--- config.mk ---
export PLATFORM = sky130hd
export DESIGN_NAME = uaux_line_features
export DESIGN_NICKNAME = d
export VERILOG_FILES = /design/src/shared/uaux_pkg.sv /design/src/shared/uaux_if.sv /design/src/hw/uaux_irda_codec.sv /design/src/hw/uaux_sleep_ctrl.sv /design/src/hw/uaux_line_features.sv
export SDC_FILE = /design/constraint.sdc
export NUM_CORES = 1
export LEC_CHECK = 0
export BUFFER_PORTS_ARGS = -buffer_cell sky130_fd_sc_hd__buf_2
export CORE_MARGIN = 2
export CORE_UTILIZATION = 50
export CTS_CLUSTER_SIZE = 30
export DETAILED_ROUTE_END_ITERATION = 10
export GPL_TIMING_DRIVEN = 0
export PLACE_DENSITY = 0.75
export REMOVE_ABC_BUFFERS = 1
export SYNTH_ARGS = -nofsm -noshare
export SYNTH_HDL_FRONTEND = slang
export SYNTH_SLANG_ARGS = --single-unit
--- constraint.sdc ---
create_clock -name clk -period 3.5 [get_ports clk]
set_clock_uncertainty 0.15 [all_clocks]
set_input_delay 0.875 -clock clk [delete_from_list [all_inputs] [get_ports clk]]
set_output_delay 0.875 -clock clk [all_outputs]
set_load 0.05 [all_outputs]
--- src/shared/uaux_pkg.sv ---
// What this block does
// RULE_01: Special character detect only while enhanced bit 5.
// RULE_02: Matching character stored, special flag set.
// RULE_03: Compare only the selected word length bits.
// RULE_04: Character register bit 0 is received LSB.
// RULE_05: Half duplex: direction high after last stop.
// RULE_06: New transmit data drives direction low first.
// RULE_07: Zero bit gives 3/16 high pulse.
// RULE_08: Infrared enable; transmit idles low.
// RULE_09: Decoder idles low, pulse gives logic one.
// RULE_10: Feature bit 2 inverts infrared receive input.
// RULE_11: Sleep only when all channels are quiet.
// RULE_12: Oscillator stops while asleep.
// RULE_13: Start bit, transmit load, modem change wake.
// RULE_14: Sleep resumes once all conditions clear.
// RULE_15: Host reads modem status to clear changes.
// RULE_16: No sleep with interrupt pending; enable governs.
// RULE_17: Loopback routes transmit shift output to receiver.
// RULE_18: Loopback: mark, outputs deasserted, inputs ignored. With half duplex on, the direction output still goes low while transmitting.
// RULE_19: Far end keeps receive high during loopback.
// RULE_20: Upper interrupt enables need enhanced bit 4.
// RULE_21: Loopback ties modem outputs to modem inputs.
`default_nettype none
package uaux_pkg;
  localparam int ADDR_W = 6;
  localparam logic [ADDR_W-1:0] OFF_EFR = 6'h00;
  localparam logic [ADDR_W-1:0] OFF_LCR = 6'h04;
  localparam logic [ADDR_W-1:0] OFF_FEATURE_CONTROL_REG = 6'h08;
  localparam logic [ADDR_W-1:0] OFF_MCR = 6'h0C;
  localparam logic [ADDR_W-1:0] OFF_IER = 6'h10;
  localparam logic [ADDR_W-1:0] OFF_XOFF2 = 6'h14;
  localparam logic [ADDR_W-1:0] OFF_ISR = 6'h18;
  localparam logic [ADDR_W-1:0] OFF_MSR = 6'h1C;
  localparam logic [ADDR_W-1:0] OFF_STAT = 6'h20;
  localparam logic [7:0] REG_RESET = 8'h00;
  localparam int EFR_ENH_BIT = 4;
  localparam int EFR_SPECIAL_BIT = 5;
  localparam int FEATURE_CONTROL_REG_IRINV_BIT = 2;
  localparam int FEATURE_CONTROL_REG_HDX_BIT = 3;
  localparam int MCR_DTR_BIT = 0;
  localparam int MCR_RTS_BIT = 1;
  localparam int MCR_OUT1_BIT = 2;
  localparam int MCR_OUT2_BIT = 3;
  localparam int MCR_LOOP_BIT = 4;
  localparam int MCR_IR_BIT = 6;
  localparam int IER_MS_BIT = 3;
  localparam int IER_SLEEP_BIT = 4;
  localparam int IER_XOFF_BIT = 5;
  localparam logic [7:0] IER_UPPER_MASK = 8'hF0;
  localparam int ISR_NOINT_BIT = 0;
  localparam int ISR_SPECIAL_BIT = 4;
  localparam int PIN_RX = 0;
  localparam int PIN_CTS = 1;
  localparam int PIN_DSR = 2;
  localparam int PIN_RI = 3;
  localparam int PIN_CD = 4;
  localparam int NUM_PINS = 5;
  localparam logic [NUM_PINS-1:0] PIN_SYNC_RESET = 5'h1F;
  localparam logic [4:0] TICKS_PER_BIT = 5'h10;
  localparam logic [4:0] IR_PULSE_TICKS = 5'h03;
  localparam logic [4:0] TICK_CNT_ZERO = 5'h00;
  typedef enum logic [0:0] {
    UAUX_AWAKE = 1'b0,
    UAUX_ASLEEP = 1'b1
  } uaux_sleep_state_t;
endpackage
`default_nettype wire

--- src/shared/uaux_if.sv ---
`timescale 1ns/1ps
`default_nettype none
interface uaux_ir_if;
  logic tick;
  logic bitStart;
  logic txData;
  logic enable;
  logic invert;
  logic rxRaw;
  logic irTx;
  logic rxStream;
  modport ctrl(output tick, bitStart, txData, enable, invert, rxRaw, input irTx, rxStream);
  modport codec(input tick, bitStart, txData, enable, invert, rxRaw, output irTx, rxStream);
endinterface

interface uaux_sleep_if;
  logic allReady;
  logic wake;
  logic asleep;
  modport ctrl(output allReady, wake, input asleep);
  modport fsm(input allReady, wake, output asleep);
endinterface
`default_nettype wire

--- src/hw/uaux_irda_codec.sv ---
`timescale 1ns/1ps
`default_nettype none
module uaux_irda_codec (
  // Clock and reset.
  input wire logic clk,
  input wire logic rst_n,
  // Link to the channel logic.
  uaux_ir_if.codec ir
);
  import uaux_pkg::*;

  logic [4:0] txCnt_q;
  logic [4:0] txCnt_d;
  logic [4:0] rxCnt_q;
  logic [4:0] rxCnt_d;
  logic irTx_q;
  logic rxStream_q;
  logic rxPrev_q;
  logic rxPol;
  logic pulseRise;

  // A zero bit loads the pulse length, counted down on 16x ticks.
  assign txCnt_d = ir.bitStart ? ((ir.enable && !ir.txData) ? IR_PULSE_TICKS : TICK_CNT_ZERO)
                 : (ir.tick && txCnt_q != TICK_CNT_ZERO) ? txCnt_q - 5'h01 : txCnt_q; // [RULE_07]
  assign rxPol = ir.rxRaw ^ ir.invert; // [RULE_10]
  // Reset treats the line as high, so a line already high at reset is not taken as light.
  assign pulseRise = ir.enable && rxPol && !rxPrev_q; // [RULE_09]
  assign rxCnt_d = pulseRise ? TICKS_PER_BIT
                 : (ir.tick && rxCnt_q != TICK_CNT_ZERO) ? rxCnt_q - 5'h01 : rxCnt_q;

  always_ff @(posedge clk or negedge rst_n) begin
    if (!rst_n) begin
      txCnt_q <= TICK_CNT_ZERO;
      rxCnt_q <= TICK_CNT_ZERO;
      irTx_q <= 1'b0;
      rxStream_q <= 1'b0;
      rxPrev_q <= 1'b1;
    end else begin
      txCnt_q <= txCnt_d;
      rxCnt_q <= rxCnt_d;
      irTx_q <= txCnt_d != TICK_CNT_ZERO;
      rxStream_q <= rxCnt_d != TICK_CNT_ZERO; // [RULE_09]
      rxPrev_q <= rxPol;
    end
  end

  assign ir.irTx = irTx_q;
  assign ir.rxStream = rxStream_q;
endmodule
`default_nettype wire

--- src/hw/uaux_sleep_ctrl.sv ---
`timescale 1ns/1ps
`default_nettype none
module uaux_sleep_ctrl (
  // Clock and reset.
  input wire logic clk,
  input wire logic rst_n,
  // Conditions and state.
  uaux_sleep_if.fsm slp
);
  import uaux_pkg::*;

  uaux_sleep_state_t state_q;
  uaux_sleep_state_t state_d;

  // Any wake event or lost condition leaves sleep; re-entry is automatic.
  always_comb begin
    state_d = state_q;
    case (state_q)
      UAUX_AWAKE: begin
        if (slp.allReady && !slp.wake) begin
          state_d = UAUX_ASLEEP; // [RULE_11] [RULE_14]
        end
      end
      UAUX_ASLEEP: begin
        if (slp.wake || !slp.allReady) begin
          state_d = UAUX_AWAKE; // [RULE_13] [RULE_16]
        end
      end
      default: begin
        state_d = UAUX_AWAKE;
      end
    endcase
  end

  always_ff @(posedge clk or negedge rst_n) begin
    if (!rst_n) begin
      state_q <= UAUX_AWAKE;
    end else begin
      state_q <= state_d;
    end
  end

  assign slp.asleep = state_q == UAUX_ASLEEP;
endmodule
`default_nettype wire

--- src/hw/uaux_line_features.sv ---
// Register access over Avalon-MM and the register offsets were chosen for this implementation.
`timescale 1ns/1ps
`default_nettype none
module uaux_line_features #(
  parameter int NUM_CH = 4
) (
  // Clock and reset.
  input wire logic clk,
  input wire logic rst_n,
  // Avalon-MM register slave.
  input wire logic [uaux_pkg::ADDR_W-1:0] avs_address,
  input wire logic avs_read,
  input wire logic avs_write,
  input wire logic [31:0] avs_writedata,
  input wire logic [3:0] avs_byteenable,
  output logic [31:0] avs_readdata,
  output logic avs_waitrequest,
  // UART core of this channel.
  input wire logic baud16Tick,
  input wire logic txBitStart,
  input wire logic coreTxd,
  input wire logic coreTxActive,
  input wire logic thrLoad,
  input wire logic rxCharValid,
  input wire logic [7:0] rxChar,
  input wire logic coreIntPending,
  output logic coreRxd,
  output logic rxCharStore,
  output logic [3:0] modemLevels,
  // Other channels of the chip.
  input wire logic [NUM_CH-2:0] peerIntPending,
  input wire logic [NUM_CH-2:0] peerSleepEn,
  input wire logic [NUM_CH-2:0] peerRxIdle,
  output logic chanIntPending,
  // Serial and modem pins.
  input wire logic rxPin,
  input wire logic ctsPin_n,
  input wire logic dsrPin_n,
  input wire logic riPin_n,
  input wire logic cdPin_n,
  output logic txPin,
  output logic rtsPin_n,
  output logic dtrPin_n,
  output logic transceiverDirectionOut,
  output logic auxOutputTwo_n,
  output logic oscEnable
);
  import uaux_pkg::*;

  uaux_ir_if irBus();
  uaux_sleep_if slpBus();

  logic [7:0] efr_q;
  logic [7:0] lcr_q;
  logic [7:0] feature_control_reg_q;
  logic [7:0] mcr_q;
  logic [7:0] ier_q;
  logic [7:0] xoff2_q;
  logic isrSpecial_q;
  logic isrSpecial_d;
  logic [3:0] msrDelta_q;
  logic [3:0] msrDelta_d;
  logic [3:0] modemPrev_q;
  logic ack_q;
  logic [31:0] readData_q;
  logic txPin_q;
  logic rts_q;
  logic dtr_q;
  logic dir_q;
  logic out2_q;
  logic coreRxd_q;
  logic rxPrev_q;

  // Pin synchronisers.
  logic [NUM_PINS-1:0] pinRaw;
  logic [NUM_PINS-1:0] sync1_q;
  logic [NUM_PINS-1:0] sync2_q;
  logic [NUM_PINS-1:0] sync3_q;
  logic [NUM_PINS-1:0] pinFilt_q;

  assign pinRaw = {cdPin_n, riPin_n, dsrPin_n, ctsPin_n, rxPin};

  // A pin change is accepted once the second and third stages agree.
  genvar gi;
  generate
    for (gi = 0; gi < NUM_PINS; gi++) begin : g_sync
      always_ff @(posedge clk or negedge rst_n) begin
        if (!rst_n) begin
          sync1_q[gi] <= PIN_SYNC_RESET[gi];
          sync2_q[gi] <= PIN_SYNC_RESET[gi];
          sync3_q[gi] <= PIN_SYNC_RESET[gi];
          pinFilt_q[gi] <= PIN_SYNC_RESET[gi];
        end else begin
          sync1_q[gi] <= pinRaw[gi];
          sync2_q[gi] <= sync1_q[gi];
          sync3_q[gi] <= sync2_q[gi];
          if (sync2_q[gi] == sync3_q[gi]) begin
            pinFilt_q[gi] <= sync3_q[gi];
          end
        end
      end
    end
  endgenerate

  // Register bus decode.
  logic busReq;
  logic accept;
  logic wrAcc;
  logic rdAcc;
  logic wrLane0;
  logic [7:0] wrByte;
  logic [7:0] regRd;
  logic [7:0] ierEff;
  logic [7:0] isrRd;
  logic [7:0] statRd;

  assign busReq = avs_read || avs_write;
  assign accept = busReq && ack_q;
  assign wrAcc = accept && avs_write;
  assign rdAcc = accept && avs_read;
  assign wrLane0 = wrAcc && avs_byteenable[0];
  assign wrByte = avs_writedata[7:0];
  assign avs_waitrequest = busReq && !ack_q;

  logic wrEfr;
  logic wrLcr;
  logic wrFctr;
  logic wrMcr;
  logic wrIer;
  logic wrXoff2;
  logic wrIsr;
  logic rdMsr;

  assign wrEfr = wrLane0 && avs_address == OFF_EFR;
  assign wrLcr = wrLane0 && avs_address == OFF_LCR;
  assign wrFctr = wrLane0 && avs_address == OFF_FEATURE_CONTROL_REG;
  assign wrMcr = wrLane0 && avs_address == OFF_MCR;
  assign wrIer = wrLane0 && avs_address == OFF_IER;
  assign wrXoff2 = wrLane0 && avs_address == OFF_XOFF2;
  assign wrIsr = wrLane0 && avs_address == OFF_ISR;
  assign rdMsr = rdAcc && avs_address == OFF_MSR;

  // The upper enables are dead unless the enhanced functions are on.
  assign ierEff = efr_q[EFR_ENH_BIT] ? ier_q : (ier_q & ~IER_UPPER_MASK); // [RULE_20]

  // Mode decode.
  logic loopEn;
  logic irEn;
  logic hdxEn;
  logic sleepEnLocal;

  assign loopEn = mcr_q[MCR_LOOP_BIT];
  assign irEn = mcr_q[MCR_IR_BIT];
  assign hdxEn = feature_control_reg_q[FEATURE_CONTROL_REG_HDX_BIT];
  assign sleepEnLocal = ierEff[IER_SLEEP_BIT];

  // Special character detect, masked to the word length.
  logic [7:0] wordMask;
  logic specialHit;

  assign wordMask = 8'hFF >> (3'h3 - {1'b0, lcr_q[1:0]}); // [RULE_03]
  assign specialHit = efr_q[EFR_SPECIAL_BIT] && rxCharValid // [RULE_01]
                   && (((rxChar ^ xoff2_q) & wordMask) == 8'h00); // [RULE_04]
  // The matching character still goes to the receive FIFO.
  assign rxCharStore = rxCharValid; // [RULE_02]
  // A new match wins over a clear in the same cycle.
  assign isrSpecial_d = specialHit
                     || (isrSpecial_q && !(wrIsr && wrByte[ISR_SPECIAL_BIT])); // [RULE_02]

  // Modem inputs; loopback replaces the pins with the modem outputs.
  logic [3:0] modemPinLvl;
  logic [3:0] modemLoopLvl;
  logic [3:0] modemLvl;
  logic [3:0] modemChange;

  assign modemPinLvl = ~pinFilt_q[PIN_CD:PIN_CTS];
  assign modemLoopLvl = {mcr_q[MCR_OUT2_BIT], mcr_q[MCR_OUT1_BIT],
                         mcr_q[MCR_DTR_BIT], mcr_q[MCR_RTS_BIT]}; // [RULE_21]
  assign modemLvl = loopEn ? modemLoopLvl : modemPinLvl; // [RULE_18]
  assign modemChange = modemLvl ^ modemPrev_q;
  assign modemLevels = modemLvl;
  // A read clears only the changes that it returned.
  assign msrDelta_d = (msrDelta_q & ~(rdMsr ? readData_q[3:0] : 4'h0))
                    | modemChange; // [RULE_15]

  // Interrupt pending of this channel.
  logic localPend;

  assign localPend = coreIntPending
                  || (isrSpecial_q && ierEff[IER_XOFF_BIT])
                  || ((msrDelta_q != 4'h0) && ierEff[IER_MS_BIT]);
  assign chanIntPending = localPend;

  // Sleep conditions and wake events.
  logic rxFall;
  logic rxIdleAll;

  assign rxFall = rxPrev_q && !pinFilt_q[PIN_RX]; // [RULE_13]
  assign rxIdleAll = pinFilt_q[PIN_RX] && (&peerRxIdle);
  assign slpBus.allReady = !localPend && (peerIntPending == '0) // [RULE_16]
                        && sleepEnLocal && (&peerSleepEn)
                        && (msrDelta_q == 4'h0) && rxIdleAll
                        && !coreTxActive; // [RULE_11]
  assign slpBus.wake = rxFall || thrLoad || (modemPinLvl != modemPrev_q && !loopEn)
                    || (modemChange != 4'h0); // [RULE_13]
  assign oscEnable = !slpBus.asleep; // [RULE_12]

  uaux_sleep_ctrl u_sleep (
    .clk(clk),
    .rst_n(rst_n),
    .slp(slpBus)
  );

  // Infrared codec.
  assign irBus.tick = baud16Tick;
  assign irBus.bitStart = txBitStart;
  assign irBus.txData = coreTxd;
  assign irBus.enable = irEn; // [RULE_08]
  assign irBus.invert = feature_control_reg_q[FEATURE_CONTROL_REG_IRINV_BIT]; // [RULE_10]
  assign irBus.rxRaw = pinFilt_q[PIN_RX];

  uaux_irda_codec u_irda (
    .clk(clk),
    .rst_n(rst_n),
    .ir(irBus)
  );

  // Pin drive.
  logic txPin_d;
  logic dir_d;
  logic coreRxd_d;

  assign txPin_d = loopEn ? 1'b1 : (irEn ? irBus.irTx : coreTxd); // [RULE_08] [RULE_18]
  assign coreRxd_d = loopEn ? coreTxd // [RULE_17]
                   : (irEn ? irBus.rxStream : pinFilt_q[PIN_RX]); // [RULE_09]
  // In half duplex, direction goes low on a load, high once the last stop bit is out.
  assign dir_d = hdxEn ? !(thrLoad || coreTxActive) // [RULE_05] [RULE_06]
               : (loopEn || !mcr_q[MCR_OUT1_BIT]);

  // Read data.
  assign isrRd = {3'h0, isrSpecial_q, 3'h0, !localPend};
  assign statRd = {6'h00, dir_q, slpBus.asleep};
  assign regRd = (avs_address == OFF_EFR) ? efr_q
               : (avs_address == OFF_LCR) ? lcr_q
               : (avs_address == OFF_FEATURE_CONTROL_REG) ? feature_control_reg_q
               : (avs_address == OFF_MCR) ? mcr_q
               : (avs_address == OFF_IER) ? ier_q
               : (avs_address == OFF_XOFF2) ? xoff2_q
               : (avs_address == OFF_ISR) ? isrRd
               : (avs_address == OFF_MSR) ? {modemLvl, msrDelta_q}
               : (avs_address == OFF_STAT) ? statRd
               : 8'h00;

  // Control registers.
  always_ff @(posedge clk or negedge rst_n) begin
    if (!rst_n) begin
      efr_q <= REG_RESET;
      lcr_q <= REG_RESET;
      feature_control_reg_q <= REG_RESET;
      mcr_q <= REG_RESET;
      ier_q <= REG_RESET;
      xoff2_q <= REG_RESET;
    end else begin
      if (wrEfr) efr_q <= wrByte;
      if (wrLcr) lcr_q <= wrByte;
      if (wrFctr) feature_control_reg_q <= wrByte;
      if (wrMcr) mcr_q <= wrByte;
      if (wrIer) ier_q <= wrByte;
      if (wrXoff2) xoff2_q <= wrByte;
    end
  end

  // Bus handshake, status and pin flops.
  always_ff @(posedge clk or negedge rst_n) begin
    if (!rst_n) begin
      ack_q <= 1'b0;
      readData_q <= 32'h0000_0000;
      isrSpecial_q <= 1'b0;
      msrDelta_q <= 4'h0;
      modemPrev_q <= 4'h0;
      rxPrev_q <= 1'b1;
      txPin_q <= 1'b1;
      rts_q <= 1'b1;
      dtr_q <= 1'b1;
      dir_q <= 1'b1;
      out2_q <= 1'b1;
      coreRxd_q <= 1'b1;
    end else begin
      ack_q <= busReq && !ack_q;
      if (avs_read && !ack_q) readData_q <= {24'h00_0000, regRd};
      isrSpecial_q <= isrSpecial_d;
      msrDelta_q <= msrDelta_d;
      modemPrev_q <= modemLvl;
      rxPrev_q <= pinFilt_q[PIN_RX];
      txPin_q <= txPin_d;
      rts_q <= loopEn || !mcr_q[MCR_RTS_BIT]; // [RULE_18]
      dtr_q <= loopEn || !mcr_q[MCR_DTR_BIT]; // [RULE_18]
      dir_q <= dir_d;
      out2_q <= loopEn || !mcr_q[MCR_OUT2_BIT];
      coreRxd_q <= coreRxd_d;
    end
  end

  assign avs_readdata = readData_q;
  assign txPin = txPin_q;
  assign rtsPin_n = rts_q;
  assign dtrPin_n = dtr_q;
  assign transceiverDirectionOut = dir_q;
  assign auxOutputTwo_n = out2_q;
  assign coreRxd = coreRxd_q;
endmodule
`default_nettype wire

-- Yosys cells after proc, flatten, opt, wreduce, memory -nomap -nowiden
Cells that the tools add are included.
- register bits: 107
- input bits: 75
- output and inout port bits: 46
- logic and storage cells: 172
- add/subtract/negate cells: 3
- equality and inequality tests: 14
- shift-type cells: 1
- muxes and demuxes: 25
- bitwise operators: 9
- reduce and logical (&&, ||, !) cells: 76
- operators with widths (cell ; count):
    8-bit two-way mux ; 8
    1-bit logical AND ; 35
    6-bit by 5-bit == test with 1-bit output, second input constant ; 4
    5-bit two-way mux ; 4
    5-bit nonzero test ; 4
    1-bit zero test ; 16
    1-bit logical OR ; 13
    6-bit by 4-bit == test with 1-bit output, second input constant ; 2
    5-bit by 1-bit subtractor with 5-bit output, second input constant ; 2
    8-bit AND ; 1
    8-bit zero test ; 1
    4-bit two-way mux ; 2
    4-bit inverter ; 2
    4-bit nonzero test ; 2
    8-bit by 3-bit >> shifter with 8-bit output, first input constant ; 1
    8-bit XOR ; 1
    1-bit two-way mux ; 7
    6-bit by 3-bit == test with 1-bit output, second input constant ; 1
    6-bit == test, second input constant ; 1
    6-bit zero test ; 1
    6-bit two-way mux ; 1
    3-bit AND reduction ; 2
    1-bit == test ; 5
    4-bit AND ; 1
    other kinds (10) ; 11

-- Longest topological paths before layout
Gate-level depths: netlist of the first run.
- depth in word-level cells: 15
- gate-level depth with buffers: 7
- gate-level depth less buffers: 7

-- Modules after synthesis
A second synthesis of the first run with hierarchy kept.
- cells, all modules: 438
- area, all modules: 5193.7 µm²
- by module, submodules not included (module ; times used ; cells each ; area each (µm²) ; seq. area each (µm²)):
    uaux_line_features ; 1 ; 368 ; 4465.5 ; 2361.0
    uaux_irda_codec ; 1 ; 68 ; 689.4 ; 326.6
    uaux_sleep_ctrl ; 1 ; 2 ; 38.8 ; 25.0

-- Least setup slack after synthesis of the first run
Ideal clock, no wire load.
- path kind: register -> output
- start point: reg mcr_q[4]
- end point: out modemLevels[0]
- arrival time: 1.796 ns
- data required time: 2.475 ns
- path slack: 0.679 ns
- cell stages (with the launch flop): 3
- path buffers: 1
- cell sequence: dfrtp_1 -> clkbuf_1 -> o21ai_0
- longest elaborated chain between the ends: 1
- ends and longest elaborated chain (element ; line ; RTL):
    from (decl) ; uaux_line_features.sv:56 ; logic [7:0] mcr_q;
    from (signal assigned) ; uaux_line_features.sv:267 ; if (wrMcr) mcr_q <= wrByte;
    4-bit two-way mux ; uaux_line_features.sv:179 ; assign modemLvl = loopEn ? modemLoopLvl : modemPinLvl;
    to (decl) ; uaux_line_features.sv:29 ; output logic [3:0] modemLevels,
No other way between the ends.

-- Final worst setup path of the first run
- start point: in avs_address[1] (netlist name)
- end point: reg ier_q[1]
- longest elaborated chain between the ends: 2
- ends and longest elaborated chain (element ; line ; RTL):
    from (decl) ; uaux_line_features.sv:11 ; input wire logic [uaux_pkg::ADDR_W-1:0] avs_address,
    6-bit by 5-bit == test with 1-bit output ; uaux_line_features.sv:138 ; assign wrIer = wrLane0 && avs_address == OFF_IER;
    1-bit logical AND ; uaux_line_features.sv:138 ;
    to (signal assigned) ; uaux_line_features.sv:268 ; if (wrIer) ier_q <= wrByte;
    to (decl) ; uaux_line_features.sv:57 ; logic [7:0] ier_q;
No other way between the ends.
A chain may end at the register's enable or synchronous reset.

==> impl_results.md, run 1 <==
- Mux cell area share after synthesis: 0.135
- Final Hold Fails: 0
- PostCTS Resize Cnt: 0
- Int Pwr: 1.89 mW
- Sequential-to-total area share from yosys stat: 0.527
- Startpoint types: input pin
- Clock share of power: 0.283
- Die Wd: 105 um
- Reg2Reg Depth: 4
- Yosys warning total: 0
- RSZ-0062 raised after global routing: no
- Main combinational cell family by area after synthesis: multiplexers
- Routability Congestion: 0.932
- Number of enable flip-flop cells after synthesis: 0
- Fraction of layout cells with a size suffix above 1: 0.341
- Area growth syn-to-layout: 10.2%
- Post-route ant nets: 0
- Crit Path Max Fanout: 12
- Post-Synth Simple-Gate Area: 0.107
- Max cap viols: 0
- Overall Power: 2.77 mW
- Placeable Area: 9820 um^2
- # placed instances: 622
- Switching pwr: 884 uW
- HP Start: sync1_q[3]$_DFF_PN1_
- Fin cells: 638
- Die H: 105 um
- Synthesized flop and latch total: 106
- Worst path cell trace: buf_2, nor4b_2, nand3_1, mux2_2
- Post-Synth Adder-Cell Area: 0.0196
- Maximum VDD drop: 0.338 mV
- Vias: 3580
- Rel. slew slack: 0.118
- Fmax: 300 MHz
- Starting density of the core: 0.519
- Nets@finish: 579
- Per-cell routed wire length: 18.3 um
- Post-Synthesis Cells: 438
- Main area contributors after synthesis: dfrtp_1, dfstp_2, mux2_2
- Sw Ratio: 0.319
- Post-Route WL: 11.7 mm
- Post-DP HPWL: 8.19 mm
- Avg Synthesized Cell Area: 11.6 um^2
- Cell variety after synth: 59
- Slowest-stage cell, CP: nor4b_2
- Compound-Gate Fraction of Synth Area: 0.109
- Clk slew on worst S/H paths: 0.09 ns
- CTS Buffer Depth: 2
- Largest stage delay on the critical path: 1.11 ns
- Starting DRT DRC Count: 224
- Actual slew at the worst max-slew pin: 1.32 ns
- Worst reg2reg endpoint: mcr_q[1]$_DFFE_PN0P_
- Hold depth: 0
- Crit share post-route: 0.951
- Worst EP arrival: 3.44 ns
- Part of the power in combinational logic: 0.204
- Hold-fix buffers at CTS: 0
- Area leader, netlist: dfrtp_1
- Port bufs: 69
- Yosys top cell area share: 0.388
- Synth Area in XOR/XNOR: 0.0275
- Worst Path Required: 3.61 ns
- Top_reg_cell synth: dfrtp_1
- Flop pwr share: 0.512
- Setup crit end kind: flip-flop
- Critical Path Start: avs_address[1]
- DRC Markers: 0
- Post-CTS setup buffer count: 0
- Largest net degree at the start of global routing: 57
- CTS Sinks: 106
- Fin crit period: 3.33 ns
- Worst hold path class: reg2reg
- Post-synth ARST share: 1.00
- CTS tree: yes
- Hold EP: sync2_q[3]$_DFF_PN1_
- Root Driver: clkbuf_8
- Drt pass-1 iters: 6
- Vias in the first global route: 3672
- Die area: 11000 um^2
- Drt via density: 5.61
- Cell Rows: 36
- H-tree depth: 3
- Worst Path Class, Setup: in2reg
- Ant. Diodes: 0
- Total clock buffers created by CTS: 9
- Synth Cell Area: 5090 um^2
- Clock Latency Late Sink: 0.38 ns
- Initial antenna violation count: 0
- Ports: 121
- Setup slack, reg-to-reg: 1.07 ns
- Final setup vio count: 0
- Total gr overflow: 0
- PD cells: 494 nW/um^2
- Leakage: 2.55 nW
- Global-route wire length before repair: 18.9 mm
- GRT Resource Usage Total: 0.224
- Worst r2r src: ack_q$_DFF_PN0_
- Status: finished, final reports clean
- Max-slew violations: 0
## logic make-up after synthesis
kind of cell,Yosys count
fa+ha+maj,9
xor+xnor,16
simple gates,100
other cells,1
mux,60
compound gates,87
buf+inv,59
flops,106
## power by group through the flow
stage | clock network, mW | logic, mW | registers (mW)
after global routing | 0.838 | 0.622 | 1.44
after global placement | 0 | 0.540 | 1.44
after CTS | 0.795 | 0.569 | 1.42
after detailed placement | 0 | 0.567 | 1.44
after floorplan | 0 | 0.341 | 1.48
final | 0.786 | 0.567 | 1.42
## how the worst max path moves through the flow
stage | to | slack, ns | depth (start not counted)
after global routing | ier_q[7]$_DFFE_PN0P_ | 0.11 | 4
final | ier_q[1]$_DFFE_PN0P_ | 0.17 | 4
after global placement | ier_q[6]$_DFFE_PN0P_ | -0.15 | 4
after CTS | modemLevels[1] | 0.22 | 2
after detailed placement | ier_q[7]$_DFFE_PN0P_ | -0.18 | 4
after floorplan | modemLevels[0] | 0.66 | 1
## through the flow
| step | instance area, um^2 | setup WS [ns] | hold slack [ns] | utilization | setup TNS, ns |
|---|---|---|---|---|---|
| floorplan | 4870 | 0.661 | 0.195 | - | 0 |
| global placement | 5380 | -0.152 | 0.195 | 0.548 | -1.28 |
| detailed placement | 5410 | -0.182 | 0.197 | 0.551 | -1.99 |
| CTS | 5610 | 0.220 | 0.210 | 0.572 | 0 |
| global route | 5610 | 0.108 | 0.219 | 0.572 | 0 |
| finish | 5610 | 0.171 | 0.209 | 0.572 | 0 |
## cell usage after synthesis (5+ instances only)
| cell | count |
|---|---|
| a211oi_1 | 7 |
| nor2_1 | 22 |
| a21oi_1 | 20 |
| buf_4 | 26 |
| dfstp_2 | 27 |
| o22ai_1 | 5 |
| nand2b_1 | 7 |
| mux2_4 | 8 |
| mux2i_1 | 13 |
| nand2_1 | 27 |
| xor2_1 | 5 |
| xnor2_1 | 11 |
| nand4_1 | 6 |
| o2bb2ai_1 | 5 |
| maj3_1 | 5 |
| clkbuf_1 | 6 |
| dfrtp_1 | 79 |
| mux2_2 | 39 |
| nor2b_1 | 8 |
| inv_1 | 17 |
| o21ai_0 | 25 |
| o31ai_1 | 5 |
## state kept, by name, summed over array words and instances, names as in the netlist, 4 cells and up
register / cells
lcr_q: 8
ier_q: 8
u_irda.rxCnt_q: 5
u_irda.txCnt_q: 5
msrDelta_q: 4
sync2_q: 5
xoff2_q: 8
sync1_q: 5
mcr_q: 8
sync3_q: 5
modemPrev_q: 4
avs_readdata: 8
feature_control_reg_q: 8
efr_q: 8
pinFilt_q: 4
## final cells by class
| class | count | area, um^2 |
|---|---|---|
| fillers | 846 | 4210 |
| inverters | 17 | 63.8 |
| multi-input cells | 296 | 2120 |
| clock buffers | 11 | 141 |
| repair buffers | 70 | 375 |
| clock inverters | 5 | 62.6 |
| well taps | 133 | 166 |
| flip-flops and latches | 106 | 2690 |
## worst max-delay path: cells and delay by family
kind / cells / cell delay (ns)
buf+inv: 1 / 0.13
mux: 1 / 0.50
simple gates: 2 / 1.93
## cells in the final DEF, fill, tap and decap left out, types with 6 or more instances in the layout
cell       n
conb_1    24
nor2b_1    8
xnor2_1   11
nor2_1    22
nand4_1    6
o21ai_0   25
dfstp_2   27
mux2i_1   13
inv_1     17
a211oi_1   7
clkbuf_8  10
buf_2     68
mux2_4     8
a21oi_1   20
mux2_2    39
nand2_1   27
nand2b_1   7
dfrtp_1   79
## metal layers
metal  track usage  wire length [um]  vias up
li1              -                 -     1622
met1         0.287              4730     1774
met2         0.362              5640      154
met3        0.0549               970       30
met4        0.0981               349        0
met5             0                 0        -
Note: power is estimated with default switching activity, not from simulation.
==> run 2: changes to the inputs <==
CELL_PAD_IN_SITES_DETAIL_PLACEMENT = 1   (was unset)
CELL_PAD_IN_SITES_GLOBAL_PLACEMENT = 1   (was unset)
CORE_UTILIZATION = 42   (was 50)
PLACE_DENSITY = unset   (was 0.75)
PLACE_DENSITY_LB_ADDON = 0.1   (was unset)
clock period = 3.2 ns   (was 3.5 ns; I/O delays follow)
==> impl_results.md, run 2 (synthesis gave the netlist of run 1 again) <==
- Vias: 3544 (-1.0%)
- Drt via density: 5.44 (-3.1%)
- Routability Congestion: 0.809 (-13%)
- Die area: 13000 um^2 (+18%)
- Hold EP: sync2_q[3]$_DFF_PN1_
- Port bufs: 69 (unchanged)
- Worst hold path class: reg2reg
- Final Hold Fails: 0 (unchanged)
- Vias in the first global route: 3631 (-1.1%)
- GRT Resource Usage Total: 0.205 (-0.0191)
- Fraction of layout cells with a size suffix above 1: 0.341 (unchanged)
- Metal3 WL: 474 um (-51%)
- Die H: 114 um (+8.8%)
- Worst EP arrival: 2.17 ns (-1.27 ns)
- Post-DP HPWL: 9.11 mm (+11%)
- CTS Buffer Depth: 2 (unchanged)
- Overall Power: 3.26 mW (+17%)
- Part of the power in combinational logic: 0.194 (-0.010)
- Switching pwr: 1.04 mW (+17%)
- Total gr overflow: 0 (unchanged)
- Maximum VDD drop: 0.267 mV (-21%)
- Setup slack, reg-to-reg: 0.78 ns (-0.29 ns)
- Leakage: 2.60 nW (+1.6%)
- Total clock buffers created by CTS: 9 (unchanged)
- DRC Markers: 0 (unchanged)
- Startpoint types: flip-flop
- Setup crit end kind: output port
- Rel. slew slack: 0.271 (+0.153)
- Actual slew at the worst max-slew pin: 1.09 ns (-0.229 ns)
- Post-Route WL: 13.0 mm (+11%)
- Per-cell routed wire length: 19.9 um (+8.6%)
- Post-route ant nets: 0 (unchanged)
- CTS Sinks: 106 (unchanged)
- Fmax: 320 MHz
- Largest net degree at the start of global routing: 70 (+23%)
- Root Driver: clkbuf_16
- RSZ-0062 raised after global routing: no
- Flop pwr share: 0.478 (-0.034)
- Starting DRT DRC Count: 155 (-31%)
- Clock Latency Late Sink: 0.36 ns (-0.02 ns)
- Commonest non-fill, non-tap cells in the layout: dfrtp_1, buf_2, mux2_2
- Placeable Area: 11900 um^2 (+21%)
- PD cells: 570 nW/um^2 (+15%)
- Initial antenna violation count: 0 (unchanged)
- Nets@finish: 579 (unchanged)
- CTS tree: yes
- Starting density of the core: 0.428 (-0.0911)
- Worst reg2reg endpoint: mcr_q[1]$_DFFE_PN0P_
- Fin crit period: 3.12 ns
- Commonest non-fill, non-tap cell in the layout: dfrtp_1
- Sw Ratio: 0.318 (about the same)
- Cell Rows: 40 (+11%)
- Drt pass-1 iters: 5 (-1)
- Reg2Reg Depth: 4 (unchanged)
- Wl on met1: 6.00 mm (+27%)
- Global-route wire length before repair: 19.9 mm (+5.2%)
- Die Wd: 114 um (+8.8%)
- Area growth syn-to-layout: 12.2%
- Highest routed layer: met4
- Status: finished, final reports clean
- Max-slew violations: 0 (unchanged)
- Worst Path Class, Setup: reg2out
- Ports: 121 (unchanged)
- Int Pwr: 2.22 mW (+17%)
- Crit share post-route: 0.975
- HP Start: sync1_q[3]$_DFF_PN1_
- Hold depth: 0 (unchanged)
- Max cap viols: 0 (unchanged)
- WL met2: 6.33 mm (+12%)
- Final setup vio count: 0 (unchanged)
- H-tree depth: 3 (unchanged)
- Clk slew on worst S/H paths: 0.07 ns (-0.02 ns)
- Worst Path Required: 2.25 ns (-1.36 ns)
- Ant. Diodes: 0 (unchanged)
- Hold-fix buffers at CTS: 0 (unchanged)
- Worst r2r src: ack_q$_DFF_PN0_
- Clock share of power: 0.328 (+0.045)
- Design Area, Final: 5710 um^2 (+1.8%)
- Crit Path Max Fanout: 15 (+3)
- Placed cell area: 5430 um^2 (+0.32%)
[run 2: worst max-delay path by stage]
stage	from	to	slack [ns]	cells past startpoint
CTS	mcr_q[4]$_DFFE_PN0P_	modemLevels[3]	0.02	2
global route	mcr_q[4]$_DFFE_PN0P_	modemLevels[3]	0.005	2
detailed placement	avs_address[1]	ier_q[5]$_DFFE_PN0P_	-0.36	4
finish	mcr_q[4]$_DFFE_PN0P_	modemLevels[3]	0.08	2
floorplan	mcr_q[4]$_DFFE_PN0P_	modemLevels[0]	0.44	1
global placement	avs_address[1]	ier_q[6]$_DFFE_PN0P_	-0.40	4
[run 2: critical path, stage by stage, from the launching register on]
cell and delay (ns):
dfrtp_1 0.73, mux2i_1 0.69, buf_2 0.39
[run 2: layout make-up]
| cell class | instances | area (um^2) |
|---|---|---|
| Clock buffer | 10 | 229 |
| Fill cell | 1318 | 6200 |
| Clock inverter | 6 | 48.8 |
| Inverter | 17 | 63.8 |
| Multi-Input combinational cell | 296 | 2130 |
| Sequential cell | 106 | 2690 |
| Timing Repair Buffer | 70 | 375 |
| Tap cell | 147 | 184 |
[run 2: power by group through the flow]
stage	logic [mW]	registers (mW)	clock network (mW)
after floorplan	0.373	1.62	0
after global placement	0.610	1.57	0
after detailed placement	0.632	1.58	0
after CTS	0.637	1.56	1.10
after global routing	0.687	1.58	1.15
final	0.631	1.56	1.07
[run 2: per-layer routing]
| metal | vias to the layer above | track usage |
|---|---|---|
| met3 | 10 | 0.0408 |
| li1 | 1623 | - |
| met5 | - | 0 |
| met2 | 78 | 0.336 |
| met1 | 1833 | 0.276 |
| met4 | 0 | 0.0618 |
[run 2: metrics by stage]
step           hold slack, ns  setup TNS, ns  cells  setup slack [ns]   util
2_1_floorplan           0.195              0    419             0.436      -
3_3_place_gp            0.196         -10.05    635            -0.397  0.453
3_5_place_dp            0.197          -4.64    636            -0.358  0.456
4_1_cts                 0.209              0    652            0.0218  0.480
5_1_grt                 0.210              0    652           0.00454  0.480
6_report                0.207              0    652            0.0798  0.480
[run 2: what timing repair did]
action	CTS	global route
endpoints found under the hold margin	0	0
endpoints found under the setup margin	8	0
setup buffers	0	0
gates resized for setup	2	0
==> run 3: changes to the inputs <==
BUFFER_PORTS_ARGS = -buffer_cell sky130_fd_sc_hd__clkbuf_2   (was -buffer_cell sky130_fd_sc_hd__buf_2)
==> impl_results.md, run 3 (synthesis gave the netlist of run 1 again) <==
- RSZ-0062 raised after global routing: no
- Reg2Reg Depth: 4 (unchanged)
- Setup slack, reg-to-reg: 0.81 ns (+0.03 ns)
- Nets@finish: 578 (-0.17%)
- Max-slew violations: 0 (unchanged)
- Maximum VDD drop: 0.448 mV (+68%)
- Total clock buffers created by CTS: 9 (unchanged)
- DRC Markers: 0 (unchanged)
- Vias in the first global route: 3619 (-0.33%)
- Initial antenna violation count: 0 (unchanged)
- GRT Resource Usage Total: 0.205 (-0.000359)
- Clock Latency Late Sink: 0.36 ns (about the same)
- Clk slew on worst S/H paths: 0.08 ns (about the same)
- Vias: 3509 (-0.99%)
- Final Hold Fails: 0 (unchanged)
- Starting density of the core: 0.428 (unchanged)
- Hold EP: sync2_q[3]$_DFF_PN1_
- Largest net degree at the start of global routing: 107 (+53%)
- Total gr overflow: 0 (unchanged)
- Die area: 13000 um^2 (unchanged)
- Fin crit period: 3.01 ns (-0.115 ns)
- CP top delay family: flip-flops
- Worst reg2reg endpoint: mcr_q[1]$_DFFE_PN0P_
- Hold depth: 0 (unchanged)
- Area growth syn-to-layout: 12.4%
- Largest stage delay on the critical path: 0.76 ns (+0.03 ns)
- Max cap viols: 0 (unchanged)
- Fraction of layout cells with a size suffix above 1: 0.345 (+0.00464)
- Root Driver: clkbuf_16
- Worst Path Required: 2.25 ns (about the same)
- Per-cell routed wire length: 19.6 um (-1.6%)
- Worst EP arrival: 2.06 ns (-0.11 ns)
- Ant. Diodes: 0 (unchanged)
- HP Start: sync1_q[3]$_DFF_PN1_
- Met2 Usage GRT: 0.335 (-0.00159)
- Startpoint types: flip-flop
- Placeable Area: 11900 um^2 (unchanged)
- Die Wd: 114 um (unchanged)
- Cell Rows: 40 (unchanged)
- Layer with the highest usage: met2
- Rel. slew slack: 0.285 (+0.0143)
- Final setup vio count: 0 (unchanged)
- H-tree depth: 3 (unchanged)
- CTS Buffer Depth: 2 (unchanged)
- CP bufs+invs: 1 (unchanged)
- Crit share post-route: 0.939 (-0.0359)
- Commonest non-fill, non-tap cell in the layout: dfrtp_1
- Global-route wire length before repair: 19.8 mm (-0.35%)
- Post-DP HPWL: 8.84 mm (-3.0%)
- Fin cells: 651 (-0.15%)
- Met3 usage: 0.0498 (+0.00900)
- # placed instances: 635 (-0.16%)
- PD cells: 578 nW/um^2 (+1.5%)
- GR Layer Usage met1: 0.267 (-0.00948)
- Ports: 121 (unchanged)
- CTS tree: yes
- Post-CTS setup buffer count: 0 (unchanged)
- Post-Route WL: 12.7 mm (-1.8%)
- Crit Path Max Fanout: 15 (unchanged)
- Port bufs: 69 (unchanged)
- CTS Sinks: 106 (unchanged)
- Actual slew at the worst max-slew pin: 1.07 ns (-0.0213 ns)
- Setup crit end kind: output port
- Starting DRT DRC Count: 150 (-3.2%)
- Status: finished, final reports clean
- Overall Power: 3.31 mW (+1.7%)
- Slowest-stage cell, CP: dfrtp_1
- Worst hold path class: reg2reg
- Post-route ant nets: 0 (unchanged)
- Worst path cell trace: mux2i_2, clkbuf_2
- Worst Path Class, Setup: reg2out
- Routability Congestion: 0.811 (+0.27%)
- Fmax: 333 MHz (+3.8%)
- Drt via density: 5.39 (-0.84%)
- Worst r2r src: ack_q$_DFF_PN0_
- Leakage: 2.62 nW (+0.94%)
- Die H: 114 um (unchanged)
- Commonest non-fill, non-tap cells in the layout: dfrtp_1, clkbuf_2, mux2_2
- Drt pass-1 iters: 4 (-1)
==> run 3: cell types whose count changed in the layout (fill, tap and decap cells not counted), moves of 2 or more <==
| cell | before | now |
|---|---|---|
| clkinvlp_4 | 2 | 0 |
| mux2i_1 | 13 | 11 |
| clkinv_8 | 0 | 2 |
| buf_2 | 68 | 0 |
| clkbuf_2 | 0 | 68 |
| mux2i_2 | 0 | 2 |
==> run 3: worst max path at each step <==
stage	startpoint	to	slack [ns]	depth (start not counted)
6_report	mcr_q[4]$_DFFE_PN0P_	modemLevels[3]	0.19	2
2_1_floorplan	mcr_q[4]$_DFFE_PN0P_	modemLevels[0]	0.44	1
3_3_place_gp	avs_address[1]	ier_q[6]$_DFFE_PN0P_	-0.40	4
4_1_cts	mcr_q[4]$_DFFE_PN0P_	modemLevels[3]	-0.005	2
3_5_place_dp	avs_address[1]	ier_q[6]$_DFFE_PN0P_	-0.40	4
5_1_grt	mcr_q[4]$_DFFE_PN0P_	modemLevels[3]	0.11	2
==> run 3: layout make-up <==
type,count,area [um^2]
fillers,1320,6180
flip-flops and latches,106,2690
multi-input cells,296,2130
repair buffers,69,354
clock buffers,9,225
well taps,147,184
clock inverters,7,78.8
inverters,17,63.8
==> run 3: timing repair <==
item                                    4_1_cts  5_1_grt
hold buffers                                  0        0
endpoints found under the setup margin        9        1
gates resized for setup                       2        2
==> run 3: per-stage QoR <==
stage	hold slack (ns)	util	worst slack [ns]	cell area (um^2)	setup TNS (ns)
global placement	0.196	0.453	-0.400	5400	-32.33
global route	0.211	0.481	0.108	5730	0
floorplan	0.195	-	0.436	4870	0
CTS	0.210	0.480	-0.00494	5720	-0.00494
finish	0.208	0.481	0.195	5730	0
detailed placement	0.198	0.454	-0.403	5410	-5.16
==> run 3: routing by layer <==
layer	vias up	share of wire
li1	1629	-
met1	1788	0.46
met5	-	0
met3	10	0.046
met2	82	0.48
met4	0	0.016
==> run 3: power by group <==
group / total [mW] / switching (mW) / internal [mW]
Sequential: 1.56 / 0.0829 / 1.47
Combinational: 0.627 / 0.421 / 0.205
Clock: 1.13 / 0.569 / 0.559
